--- src/design/gsbt_pkg.sv ---
// Purpose: shared constants and types for the gated sixteen bit timer
// Assumes: 32-bit apb data, one word per register
// Notes:   byte addresses below are the apb paddr values
package gsbt_pkg;

    // ------------------------------------------------------------
    // register byte addresses
    // ------------------------------------------------------------
    localparam logic [7:0] GSBT_ADDR_CTRL  = 8'h00;
    localparam logic [7:0] GSBT_ADDR_GATE  = 8'h04;
    localparam logic [7:0] GSBT_ADDR_CNTL  = 8'h08;
    localparam logic [7:0] GSBT_ADDR_CNTH  = 8'h0c;
    localparam logic [7:0] GSBT_ADDR_STAT  = 8'h10;
    localparam logic [7:0] GSBT_ADDR_MASK  = 8'h14;

    // ------------------------------------------------------------
    // counter_control_reg fields
    // ------------------------------------------------------------
    localparam int GSBT_CTRL_ON_BIT     = 0;
    localparam int GSBT_CTRL_ASYNC_BIT  = 2;
    localparam int GSBT_CTRL_PS_LSB     = 4;
    localparam int GSBT_CTRL_CS_LSB     = 6;

    // ------------------------------------------------------------
    // gate_control_reg fields
    // ------------------------------------------------------------
    localparam int GSBT_GATE_VAL_BIT    = 2;
    localparam int GSBT_GATE_POL_BIT    = 6;
    localparam int GSBT_GATE_EN_BIT     = 7;

    // ------------------------------------------------------------
    // status and mask fields
    // ------------------------------------------------------------
    localparam int GSBT_STAT_ROLL_BIT   = 0;

    // ------------------------------------------------------------
    // reset values and counts
    // ------------------------------------------------------------
    localparam logic [15:0] GSBT_COUNT_RST = 16'h0000;
    localparam logic [15:0] GSBT_COUNT_MAX = 16'hffff;
    localparam logic [1:0]  GSBT_INSTR_DIV = 2'h3;
    localparam logic        GSBT_STAT_RST  = 1'h0;
    localparam logic        GSBT_MASK_RST  = 1'h0;

    // ------------------------------------------------------------
    // types
    // ------------------------------------------------------------
    typedef enum logic [1:0] {
        GSBT_SRC_INSTR = 2'b00,
        GSBT_SRC_SYS   = 2'b01,
        GSBT_SRC_EXT   = 2'b10,
        GSBT_SRC_RSVD  = 2'b11
    } gsbt_src_e;

    typedef struct packed {
        gsbt_src_e  clock_source_select;
        logic [1:0] prescale_select;
        logic       async_select;
        logic       counter_on;
    } gsbt_ctrl_s;

    typedef struct packed {
        logic gate_enable;
        logic gate_polarity;
    } gsbt_gate_s;

    localparam gsbt_ctrl_s GSBT_CTRL_RST = '{GSBT_SRC_INSTR, 2'h0, 1'h0, 1'h0};
    localparam gsbt_gate_s GSBT_GATE_RST = '{1'h0, 1'h0};

endpackage : gsbt_pkg

--- src/design/gsbt_timer.sv ---
// Purpose: gated sixteen bit up-counter with apb register access
// Assumes: single clock pclk at 125 MHz, async active low presetn
// Notes:   pins pass three flops; sleep is an input from the core
//
// Overview of operation
// - sixteen bit counter, byte writes replace live bytes
// - on and gate enable decide counting
// - source field picks system, instruction, external clock
// - internal source counts prescaled internal ticks
// - external source counts prescaled pin rising edges
// - external rising edge needs preceding falling edge
// - prescaler divides by one, two, four, eight
// - prescaler hidden, cleared by count byte write
// - async select bypasses prescaled output synchroniser
// - async external counts in sleep, overflow interrupts
// - mode switch may lose or add one count
// - byte reads always return a valid value
// - gate enable and polarity bits control gating
// - gate inactive holds count, active lets count
// - count when gate level equals polarity bit
// - wrap ffff to zero sets rollover flag
`timescale 1ns/10ps
`default_nettype none

module gsbt_timer (
    input  wire logic        pclk,
    input  wire logic        presetn,
    input  wire logic        psel,
    input  wire logic        penable,
    input  wire logic        pwrite,
    input  wire logic [7:0]  paddr,
    input  wire logic [31:0] pwdata,
    output var  logic [31:0] prdata,
    output var  logic        pready,
    output var  logic        pslverr,
    input  wire logic        external_clock_pin,
    input  wire logic        gate_input,
    input  wire logic        proc_sleep,
    output var  logic        irq
);

    // ------------------------------------------------------------
    // declarations
    // ------------------------------------------------------------
    gsbt_pkg::gsbt_ctrl_s ctrl;
    gsbt_pkg::gsbt_gate_s gate;
    logic [15:0]          count;
    logic                 rollover_flag;
    logic                 rollover_mask;
    logic [2:0]           ext_pipe;
    logic                 ext_lvl;
    logic [2:0]           gate_pipe;
    logic                 gate_lvl;
    logic                 ext_armed;
    logic [1:0]           instr_cnt;
    logic [2:0]           presc_cnt;
    logic                 sync_d1;
    logic                 sync_d2;
    logic                 apb_access;
    logic                 apb_commit;
    logic                 wr_commit;
    logic                 wr_cntl;
    logic                 wr_cnth;
    logic                 count_written;
    logic                 gate_ok;
    logic                 run;
    logic                 ext_rise;
    logic                 ext_fall;
    logic                 ext_sel;
    logic                 src_tick;
    logic                 presc_tick;
    logic                 inc;
    logic                 overflow;
    logic [31:0]          next_prdata;
    logic                 next_pslverr;
    logic                 wr_ctrl;
    logic                 wr_gate;
    logic                 wr_stat;
    logic                 wr_mask;
    logic                 flag_clear;
    logic                 ext_settled;
    logic                 gate_settled;
    logic                 irq_src;

    // ------------------------------------------------------------
    // functions
    // ------------------------------------------------------------
    function automatic logic addr_hit(input logic [7:0] a,
                                      input logic [7:0] b);
        addr_hit = (a == b);
    endfunction : addr_hit

    function automatic logic [2:0] presc_mask(input logic [1:0] ps);
        case (ps)
            2'h0:    presc_mask = 3'h0;
            2'h1:    presc_mask = 3'h1;
            2'h2:    presc_mask = 3'h3;
            default: presc_mask = 3'h7;
        endcase
    endfunction : presc_mask

    function automatic logic pin_settled(input logic [2:0] p);
        pin_settled = (p[1] == p[2]);
    endfunction : pin_settled

    // ------------------------------------------------------------
    // apb handshake
    // ------------------------------------------------------------
    assign apb_access = psel & penable;
    assign apb_commit = apb_access & pready;
    assign wr_commit  = apb_commit & pwrite;
    assign wr_cntl    = wr_commit & addr_hit(paddr, gsbt_pkg::GSBT_ADDR_CNTL);
    assign wr_cnth    = wr_commit & addr_hit(paddr, gsbt_pkg::GSBT_ADDR_CNTH);
    assign count_written = wr_cntl | wr_cnth;

    // ------------------------------------------------------------
    // register write decode
    // ------------------------------------------------------------
    assign wr_ctrl    = wr_commit & addr_hit(paddr, gsbt_pkg::GSBT_ADDR_CTRL);
    assign wr_gate    = wr_commit & addr_hit(paddr, gsbt_pkg::GSBT_ADDR_GATE);
    assign wr_stat    = wr_commit & addr_hit(paddr, gsbt_pkg::GSBT_ADDR_STAT);
    assign wr_mask    = wr_commit & addr_hit(paddr, gsbt_pkg::GSBT_ADDR_MASK);
    assign flag_clear = wr_stat & pwdata[gsbt_pkg::GSBT_STAT_ROLL_BIT];

    always_ff @(posedge pclk or negedge presetn) begin
        if (!presetn) begin
            pready <= 1'b0;
        end else begin
            pready <= apb_access & ~pready;
        end
    end

    // ------------------------------------------------------------
    // read mux and error decode
    // ------------------------------------------------------------
    always_comb begin
        next_prdata  = 32'h0000_0000;
        next_pslverr = 1'b0;
        case (paddr)
            gsbt_pkg::GSBT_ADDR_CTRL: begin
                next_prdata[gsbt_pkg::GSBT_CTRL_ON_BIT]    = ctrl.counter_on;
                next_prdata[gsbt_pkg::GSBT_CTRL_ASYNC_BIT] = ctrl.async_select;
                next_prdata[gsbt_pkg::GSBT_CTRL_PS_LSB +: 2] = ctrl.prescale_select;
                next_prdata[gsbt_pkg::GSBT_CTRL_CS_LSB +: 2] = ctrl.clock_source_select;
            end
            gsbt_pkg::GSBT_ADDR_GATE: begin
                next_prdata[gsbt_pkg::GSBT_GATE_EN_BIT]  = gate.gate_enable;
                next_prdata[gsbt_pkg::GSBT_GATE_POL_BIT] = gate.gate_polarity;
                next_prdata[gsbt_pkg::GSBT_GATE_VAL_BIT] = gate_lvl;
            end
            gsbt_pkg::GSBT_ADDR_CNTL: begin
                next_prdata[7:0] = count[7:0];
            end
            gsbt_pkg::GSBT_ADDR_CNTH: begin
                next_prdata[7:0] = count[15:8];
            end
            gsbt_pkg::GSBT_ADDR_STAT: begin
                next_prdata[gsbt_pkg::GSBT_STAT_ROLL_BIT] = rollover_flag;
            end
            gsbt_pkg::GSBT_ADDR_MASK: begin
                next_prdata[gsbt_pkg::GSBT_STAT_ROLL_BIT] = rollover_mask;
            end
            default: begin
                next_pslverr = 1'b1;
            end
        endcase
    end

    always_ff @(posedge pclk or negedge presetn) begin
        if (!presetn) begin
            prdata  <= 32'h0000_0000;
            pslverr <= 1'b0;
        end else if (apb_access & ~pready) begin
            prdata  <= pwrite ? 32'h0000_0000 : next_prdata;
            pslverr <= next_pslverr;
        end else begin
            prdata  <= 32'h0000_0000;
            pslverr <= 1'b0;
        end
    end

    // ------------------------------------------------------------
    // control registers
    // ------------------------------------------------------------
    always_ff @(posedge pclk or negedge presetn) begin
        if (!presetn) begin
            ctrl <= gsbt_pkg::GSBT_CTRL_RST;
        end else if (wr_ctrl) begin
            ctrl.counter_on   <= pwdata[gsbt_pkg::GSBT_CTRL_ON_BIT];
            ctrl.async_select <= pwdata[gsbt_pkg::GSBT_CTRL_ASYNC_BIT];
            ctrl.prescale_select <= pwdata[gsbt_pkg::GSBT_CTRL_PS_LSB +: 2];
            ctrl.clock_source_select <=
                gsbt_pkg::gsbt_src_e'(pwdata[gsbt_pkg::GSBT_CTRL_CS_LSB +: 2]);
        end
    end

    always_ff @(posedge pclk or negedge presetn) begin
        if (!presetn) begin
            gate <= gsbt_pkg::GSBT_GATE_RST;
        end else if (wr_gate) begin
            gate.gate_enable   <= pwdata[gsbt_pkg::GSBT_GATE_EN_BIT];
            gate.gate_polarity <= pwdata[gsbt_pkg::GSBT_GATE_POL_BIT];
        end
    end

    always_ff @(posedge pclk or negedge presetn) begin
        if (!presetn) begin
            rollover_mask <= gsbt_pkg::GSBT_MASK_RST;
        end else if (wr_mask) begin
            rollover_mask <= pwdata[gsbt_pkg::GSBT_STAT_ROLL_BIT];
        end
    end

    // ------------------------------------------------------------
    // pin synchronisers
    // ------------------------------------------------------------
    always_ff @(posedge pclk or negedge presetn) begin
        if (!presetn) begin
            ext_pipe  <= 3'h0;
            gate_pipe <= 3'h0;
        end else begin
            ext_pipe  <= {ext_pipe[1:0], external_clock_pin};
            gate_pipe <= {gate_pipe[1:0], gate_input};
        end
    end

    always_ff @(posedge pclk or negedge presetn) begin
        if (!presetn) begin
            ext_lvl  <= 1'b0;
            gate_lvl <= 1'b0;
        end else begin
            if (ext_settled) begin
                ext_lvl <= ext_pipe[2];
            end
            if (gate_settled) begin
                gate_lvl <= gate_pipe[2];
            end
        end
    end

    // ------------------------------------------------------------
    // pin edge events
    // ------------------------------------------------------------
    assign ext_settled  = pin_settled(ext_pipe);
    assign gate_settled = pin_settled(gate_pipe);
    assign ext_rise     = ext_settled & ext_pipe[2] & ~ext_lvl;
    assign ext_fall     = ext_settled & ~ext_pipe[2] & ext_lvl;

    // ------------------------------------------------------------
    // enable decode
    // ------------------------------------------------------------
    assign gate_ok = ~gate.gate_enable
                   | (gate_lvl == gate.gate_polarity);
    assign ext_sel = (ctrl.clock_source_select == gsbt_pkg::GSBT_SRC_EXT);
    assign run     = ctrl.counter_on & gate_ok
                   & (~proc_sleep | (ext_sel & ctrl.async_select));

    // ------------------------------------------------------------
    // first edge arming for external counting
    // ------------------------------------------------------------
    always_ff @(posedge pclk or negedge presetn) begin
        if (!presetn) begin
            ext_armed <= 1'b0;
        end else if (~ctrl.counter_on | count_written) begin
            ext_armed <= 1'b0;
        end else if (ext_fall) begin
            ext_armed <= 1'b1;
        end
    end

    // ------------------------------------------------------------
    // instruction clock divider
    // ------------------------------------------------------------
    always_ff @(posedge pclk or negedge presetn) begin
        if (!presetn) begin
            instr_cnt <= 2'h0;
        end else begin
            instr_cnt <= instr_cnt + 2'h1;
        end
    end

    // ------------------------------------------------------------
    // source tick selection
    // ------------------------------------------------------------
    always_comb begin
        case (ctrl.clock_source_select)
            gsbt_pkg::GSBT_SRC_SYS:   src_tick = 1'b1;
            gsbt_pkg::GSBT_SRC_INSTR: src_tick = (instr_cnt == gsbt_pkg::GSBT_INSTR_DIV);
            gsbt_pkg::GSBT_SRC_EXT:   src_tick = ext_rise & ext_armed;
            default:                  src_tick = 1'b0;
        endcase
    end

    // ------------------------------------------------------------
    // prescaler
    // ------------------------------------------------------------
    assign presc_tick = run & src_tick
                      & ((presc_cnt & presc_mask(ctrl.prescale_select))
                         == presc_mask(ctrl.prescale_select));

    always_ff @(posedge pclk or negedge presetn) begin
        if (!presetn) begin
            presc_cnt <= 3'h0;
        end else if (count_written) begin
            presc_cnt <= 3'h0;
        end else if (run & src_tick) begin
            presc_cnt <= presc_cnt + 3'h1;
        end
    end

    // ------------------------------------------------------------
    // prescaled external clock synchroniser
    // ------------------------------------------------------------
    always_ff @(posedge pclk or negedge presetn) begin
        if (!presetn) begin
            sync_d1 <= 1'b0;
            sync_d2 <= 1'b0;
        end else begin
            sync_d1 <= presc_tick & ext_sel & ~ctrl.async_select;
            sync_d2 <= sync_d1;
        end
    end

    // mode switches may drop or repeat one in-flight tick
    assign inc = ~count_written
               & ((presc_tick & ~(ext_sel & ~ctrl.async_select))
                  | (sync_d2 & ctrl.counter_on));
    assign overflow = inc & (count == gsbt_pkg::GSBT_COUNT_MAX);

    // ------------------------------------------------------------
    // counter
    // ------------------------------------------------------------
    always_ff @(posedge pclk or negedge presetn) begin
        if (!presetn) begin
            count <= gsbt_pkg::GSBT_COUNT_RST;
        end else if (wr_cntl) begin
            count[7:0] <= pwdata[7:0];
        end else if (wr_cnth) begin
            count[15:8] <= pwdata[7:0];
        end else if (inc) begin
            count <= count + 16'h0001;
        end
    end

    // ------------------------------------------------------------
    // rollover flag and interrupt
    // ------------------------------------------------------------
    // set wins over a same cycle clear
    always_ff @(posedge pclk or negedge presetn) begin
        if (!presetn) begin
            rollover_flag <= gsbt_pkg::GSBT_STAT_RST;
        end else if (overflow) begin
            rollover_flag <= 1'b1;
        end else if (flag_clear) begin
            rollover_flag <= 1'b0;
        end
    end

    assign irq_src = (rollover_flag | overflow) & rollover_mask;

    always_ff @(posedge pclk or negedge presetn) begin
        if (!presetn) begin
            irq <= 1'b0;
        end else begin
            irq <= irq_src;
        end
    end

endmodule : gsbt_timer

`default_nettype wire

--- config.mk ---
export PLATFORM = sky130hd
export DESIGN_NAME = gsbt_timer
export DESIGN_NICKNAME = d
export VERILOG_FILES = /design/src/design/gsbt_pkg.sv /design/src/design/gsbt_timer.sv
export SDC_FILE = /design/constraint.sdc
export NUM_CORES = 1
export LEC_CHECK = 0
export BUFFER_PORTS_ARGS = -buffer_cell sky130_fd_sc_hd__buf_2
export CAP_MARGIN = 10
export CORE_MARGIN = 2
export CORE_UTILIZATION = 55
export CTS_BUF_LIST = sky130_fd_sc_hd__clkbuf_4
export CTS_CLUSTER_SIZE = 8
export DETAILED_ROUTE_END_ITERATION = 7
export PLACE_DENSITY = 0.83
export SYNTH_ARGS = -nofsm -noshare
export SYNTH_HDL_FRONTEND = slang
export SYNTH_SLANG_ARGS = --single-unit
--- constraint.sdc ---
create_clock -name pclk -period 5.9 [get_ports pclk]
set_input_delay 0.59 -clock pclk [delete_from_list [all_inputs] [get_ports pclk]]
set_output_delay 0.59 -clock pclk [all_outputs]
set_load 0.02 [all_outputs]
; Yosys cells after proc, flatten, opt, wreduce, memory -nomap -nowiden
; Cells that the tools add are included.
[word_totals]
ff_bits = 77
input_bits = 48
output_inout_bits = 35
wordCells = 121
[op_classes]
n_addsub = 3
eq_ne = 16
n_mux = 22
bitwise_logic = 46
reduce_logical = 11
[ops]
columns = operator, count
row1 = $mux W8, 5
row2 = $and A1 B1 Y1, 29
row3 = $add A16 B1 Y16 const B, 1
row4 = $eq A16 B16 Y1 const B, 1
row5 = $eq A8 B4 Y1 const B, 2
row6 = $eq A8 B5 Y1 const B, 2
row7 = $mux W16, 1
row8 = $not A1 Y1, 10
row9 = $reduce_bool A2 Y1, 5
row10 = $pmux W3 S3, 1
row11 = $eq A8 B3 Y1 const B, 1
row12 = $logic_not A8 Y1, 1
row13 = $pmux W2 S4, 1
row14 = $eq A2 B2 Y1 const B, 3
row15 = $mux W1, 6
row16 = $mux W3, 2
row17 = $or A1 B1 Y1, 6
row18 = $pmux W2 S3, 1
row19 = $reduce_or A6 Y1, 1
row20 = $pmux W1 S5, 1
row21 = $eq A2 B1 Y1 const B, 2
row22 = $logic_not A2 Y1, 2
row23 = $pmux W1 S2, 2
row24 = $pmux W1 S4, 1
row25 = 8 further kinds, 11

; Logic depth before layout (Yosys ltp)
[depth]
depth_word = 13
mapped_depth = 9
ltp_nobuf = 7

; Worst setup path after synthesis
; Ideal clock, no wire load.
[synth_timing]
kind = input port to flip-flop
start = input port paddr[0]
end = register count[3]
setup_ns = 0.127
t_arrival_ns = 2.226
required_time_ns = 5.773
path_slack_ns = 3.547
stages = 6
n_path_buf = 0
cell_sequence = or4_4 -> nor4_4 -> nand2_4 -> a31oi_4 -> mux2i_1 -> nand3_1
[synth_between]
elab_chain_len = 7
[synth_rtl]
columns = element, line
row1 = "start, declared", gsbt_timer.sv:31  ; input wire logic [7:0] paddr,
row2 = $eq A8 B4 Y1, gsbt_timer.sv:90  ; addr_hit = (a == b);
row3 = "$and A1 B1 Y1, on equally long branches", "gsbt_timer.sv:112, gsbt_timer.sv:113"
row4 = $or A1 B1 Y1, gsbt_timer.sv:114  ; assign count_written = wr_cntl | wr_cnth;
row5 = $not A1 Y1, gsbt_timer.sv:325  ; assign inc = ~count_written
row6 = $and A1 B1 Y1, gsbt_timer.sv:326  ; & ((presc_tick & ~(ext_sel & ~ctrl.async_select))
row7 = $reduce_bool A2 Y1 (no source line), --
row8 = $reduce_and A2 Y1 (no source line), --
row9 = "end signal, assigned", gsbt_timer.sv:335  ; count <= gsbt_pkg::GSBT_COUNT_RST;
row10 = "end signal, assigned", gsbt_timer.sv:337  ; count[7:0] <= pwdata[7:0];
row11 = "end signal, assigned", gsbt_timer.sv:341  ; count <= count + 16'h0001;
row12 = "end, declared", gsbt_timer.sv:47  ; logic [15:0] count;
; Parallel ways exist; a longest one is shown, timed or not.
; A chain may end at the register's enable or synchronous reset.

; Worst setup path after layout
; Same ends and word-level chain as after synthesis.

==> impl_metrics.ini <==
[drt]
via_per_inst = 5.63
first_iter_violations = 155
antenna_left = 0
drt-pass1-iter-count = 4
avgRoutedWirePerCell_um = 14.9
finalWirelength_um = 5960
vias = 2257
drc = 0

[logic_synthesis]
synth_seq_cells = 53
synth_enable_flop_cells = 0
syn_inst = 299
synth_warnings = 0
synth.avg_cell_area_um2 = 10.0
synthDistinctLibCells = 67
synthesis.area_um2 = 3000
synth-async-reset-ratio_pct = 100
yosysSeqAreaShare_pct = 44.2
synth_flop_cell = dfrtp_1

[floorplan]
start_util_pct = 58.0
core_um2 = 5170
die_x_um = 77.8
boundaryPins = 83
die_y_um = 77.8
dieArea_um2 = 6060
row_count = 26

[placement]
dpl_worst_slack_ps = 2810
io_buffers = 34
hpwlAfterDp_um = 4420
placed_area_um2 = 3120
gp_congestion = 0.918

[sta]
max_freq_ghz = 0.368
period_needed_ps = 2720
setup_ws_ps = 3180
finClkSkew_ps = 6.08
maxSlewViolCount = 0
finalCritPeriodShare_pct = 46.0
setup_tns_ps = 0
rsz0062_at_grt = false
setup_violations = 0
relSlewSlack_pct = 31.8
hold_viol = 0
worst_pin_slew_ps = 1020

[final_layout]
finalInstanceArea_um2 = 3180
layout_common_cells = dfrtp_1, buf_2, nand2_1, conb_1, nor2_1
drive_gt1_share_pct = 18.7
final_common_cell = dfrtp_1
fin_nets = 383
syn_to_final_growth_pct = 6.18
diodes = 0
final_core_util_pct = 61.5

[pwr]
switchingPower_uw = 156
clock_power_share_pct = 27.6
intPower_uw = 431
comb_power_share_pct = 9.0
seqPwrFrac_pct = 63.4
p_leak_uw = 0.00147
powerDensity_nw_per_um2 = 185
p_sw_share_pct = 26.6
ir_worst_vdd_mv = 0.106

[global_route]
grt_pass1_wl_um = 9840
gr-total-overflow = 0
gr-usage-all-layers_pct = 20.4
grt_start_max_net_pins = 54
grt_antenna_before_repair = 0
grt_pass1_vias = 2072

[hold_path]
hp-class = primary input to async pin

[critical_path]
critPathLaunchType = primary input
critPathMaxFanout = 14
critPathCaptureType = flop
cp.required_ps = 6170
critPathKind = primary input to flop
critPathArrivalTime_ps = 2990

[clock_network]
cts_buffer_depth = 2
clk_latency_ps = 370
cts_setup_buffers = 0
cts-root-buf = clkbuf_4
cts.sinks = 53
cts_tree = done
cts_hold_buf = 0
numCtsBuffers = 5
cts.clk_slew.worst_paths_ps = 150
cts_resized = 0
cts_max_level = 2

[outcome]
status = completed

[flow_run]
maxCapViolCount = 0
## path summary, 6_finish.rpt
kind,startpoint,endpoint,slack [ps],depth (start not counted)
worst min register to register,gate_pipe[0],gate_pipe[1],370,0
worst max-delay path,paddr[0],count[3],3180,7
worst max register to register,instr_cnt[0],count[13],3270,7
max in group asynchronous,presetn,pready,5160,2
worst min-delay path,presetn,presc_cnt[2],310,2
min in group pclk,external_clock_pin,ext_pipe[0],310,1
## layer usage
metal / vias to the layer above / share of wire, % / track usage (%) / wire length (um)
li1: 1089 / - / - / -
met1: 1094 / 45 / 29.0 / 2670
met2: 67 / 49 / 32.8 / 2930
met3: 7 / 5.2 / 3.37 / 308
met4: 0 / 0.79 / 4.82 / 47
met5: - / 0 / 0 / 0
## flip-flops by register name (all words and copies together) (netlist names)
name and cells:
ext_armed 1, pslverr 1, presc_cnt 3, sync_d2 1, prdata 8, irq 1
rollover_mask 1, ext_lvl 1, sync_d1 1, ext_pipe 3, gate_lvl 1, pready 1
rollover_flag 1, ctrl 6, gate 2, instr_cnt 2, gate_pipe 3, count 16
## synth_stat cells, drive strengths merged (4+ instances only)
cell | instances | share of area (%)
o21ai | 11 | 1.8
nand2b | 5 | 1.0
or4 | 6 | 1.6
buf | 32 | 7.4
nor2b | 5 | 1.0
inv | 6 | 0.75
mux2i | 9 | 3.0
dfrtp | 53 | 44
a21oi | 9 | 1.5
nor4 | 5 | 1.8
nand3 | 11 | 1.8
nor3 | 9 | 1.7
nand2 | 30 | 4.0
and3 | 4 | 1.0
ha | 5 | 2.1
a31oi | 8 | 2.2
mux2 | 9 | 3.4
nor2 | 23 | 3.1
and2 | 6 | 1.3
## cell families after synthesis
logic type | count (synthesis) | synth area share [%]
other | 1 | 0.125
flip-flops | 53 | 44.2
AO/OA/AOI/OAI | 50 | 11.5
multiplexers | 21 | 8.64
XOR/XNOR | 4 | 1.17
AND/OR/NAND/NOR | 123 | 23.4
adder cells (fa/ha/maj) | 6 | 2.42
buffers and inverters | 41 | 8.51
## power groups by stage
stage               Combinational [uW]  Sequential (uW)  Clock [uW]
CTS                               53.5              372         167
global placement                  52.6              379           0
global route                      58.9              373         180
floorplan                         42.4              379           0
detailed placement                53.5              379           0
finish                            53.1              372         162
## area by class of cell
type / instances / area [um2]
Clock buffer: 5 / 37.5
Clock inverter: 3 / 21.3
Sequential cell: 53 / 1330
Timing Repair Buffer: 36 / 185
Multi-Input combinational cell: 228 / 1500
Inverter: 6 / 22.5
Tap cell: 70 / 87.6
Fill cell: 456 / 1990
## worst max-delay path, cell delays in order
cell and delay [ps]:
buf_2 90, or4_4 560, nor4_4 790, nand2_4 220, a31oi_4 410, mux2i_1 220
nand3_1 80
## stage by stage
step / cells / power (uW) / hold WS [ps]
after floorplan: 322 / 422 / 294
after global placement: 393 / 432 / 333
after detailed placement: 393 / 433 / 339
after CTS: 401 / 593 / 305
after global routing: 401 / 612 / 292
final: 401 / 587 / 309
Power figures use the tool's default switching activity.
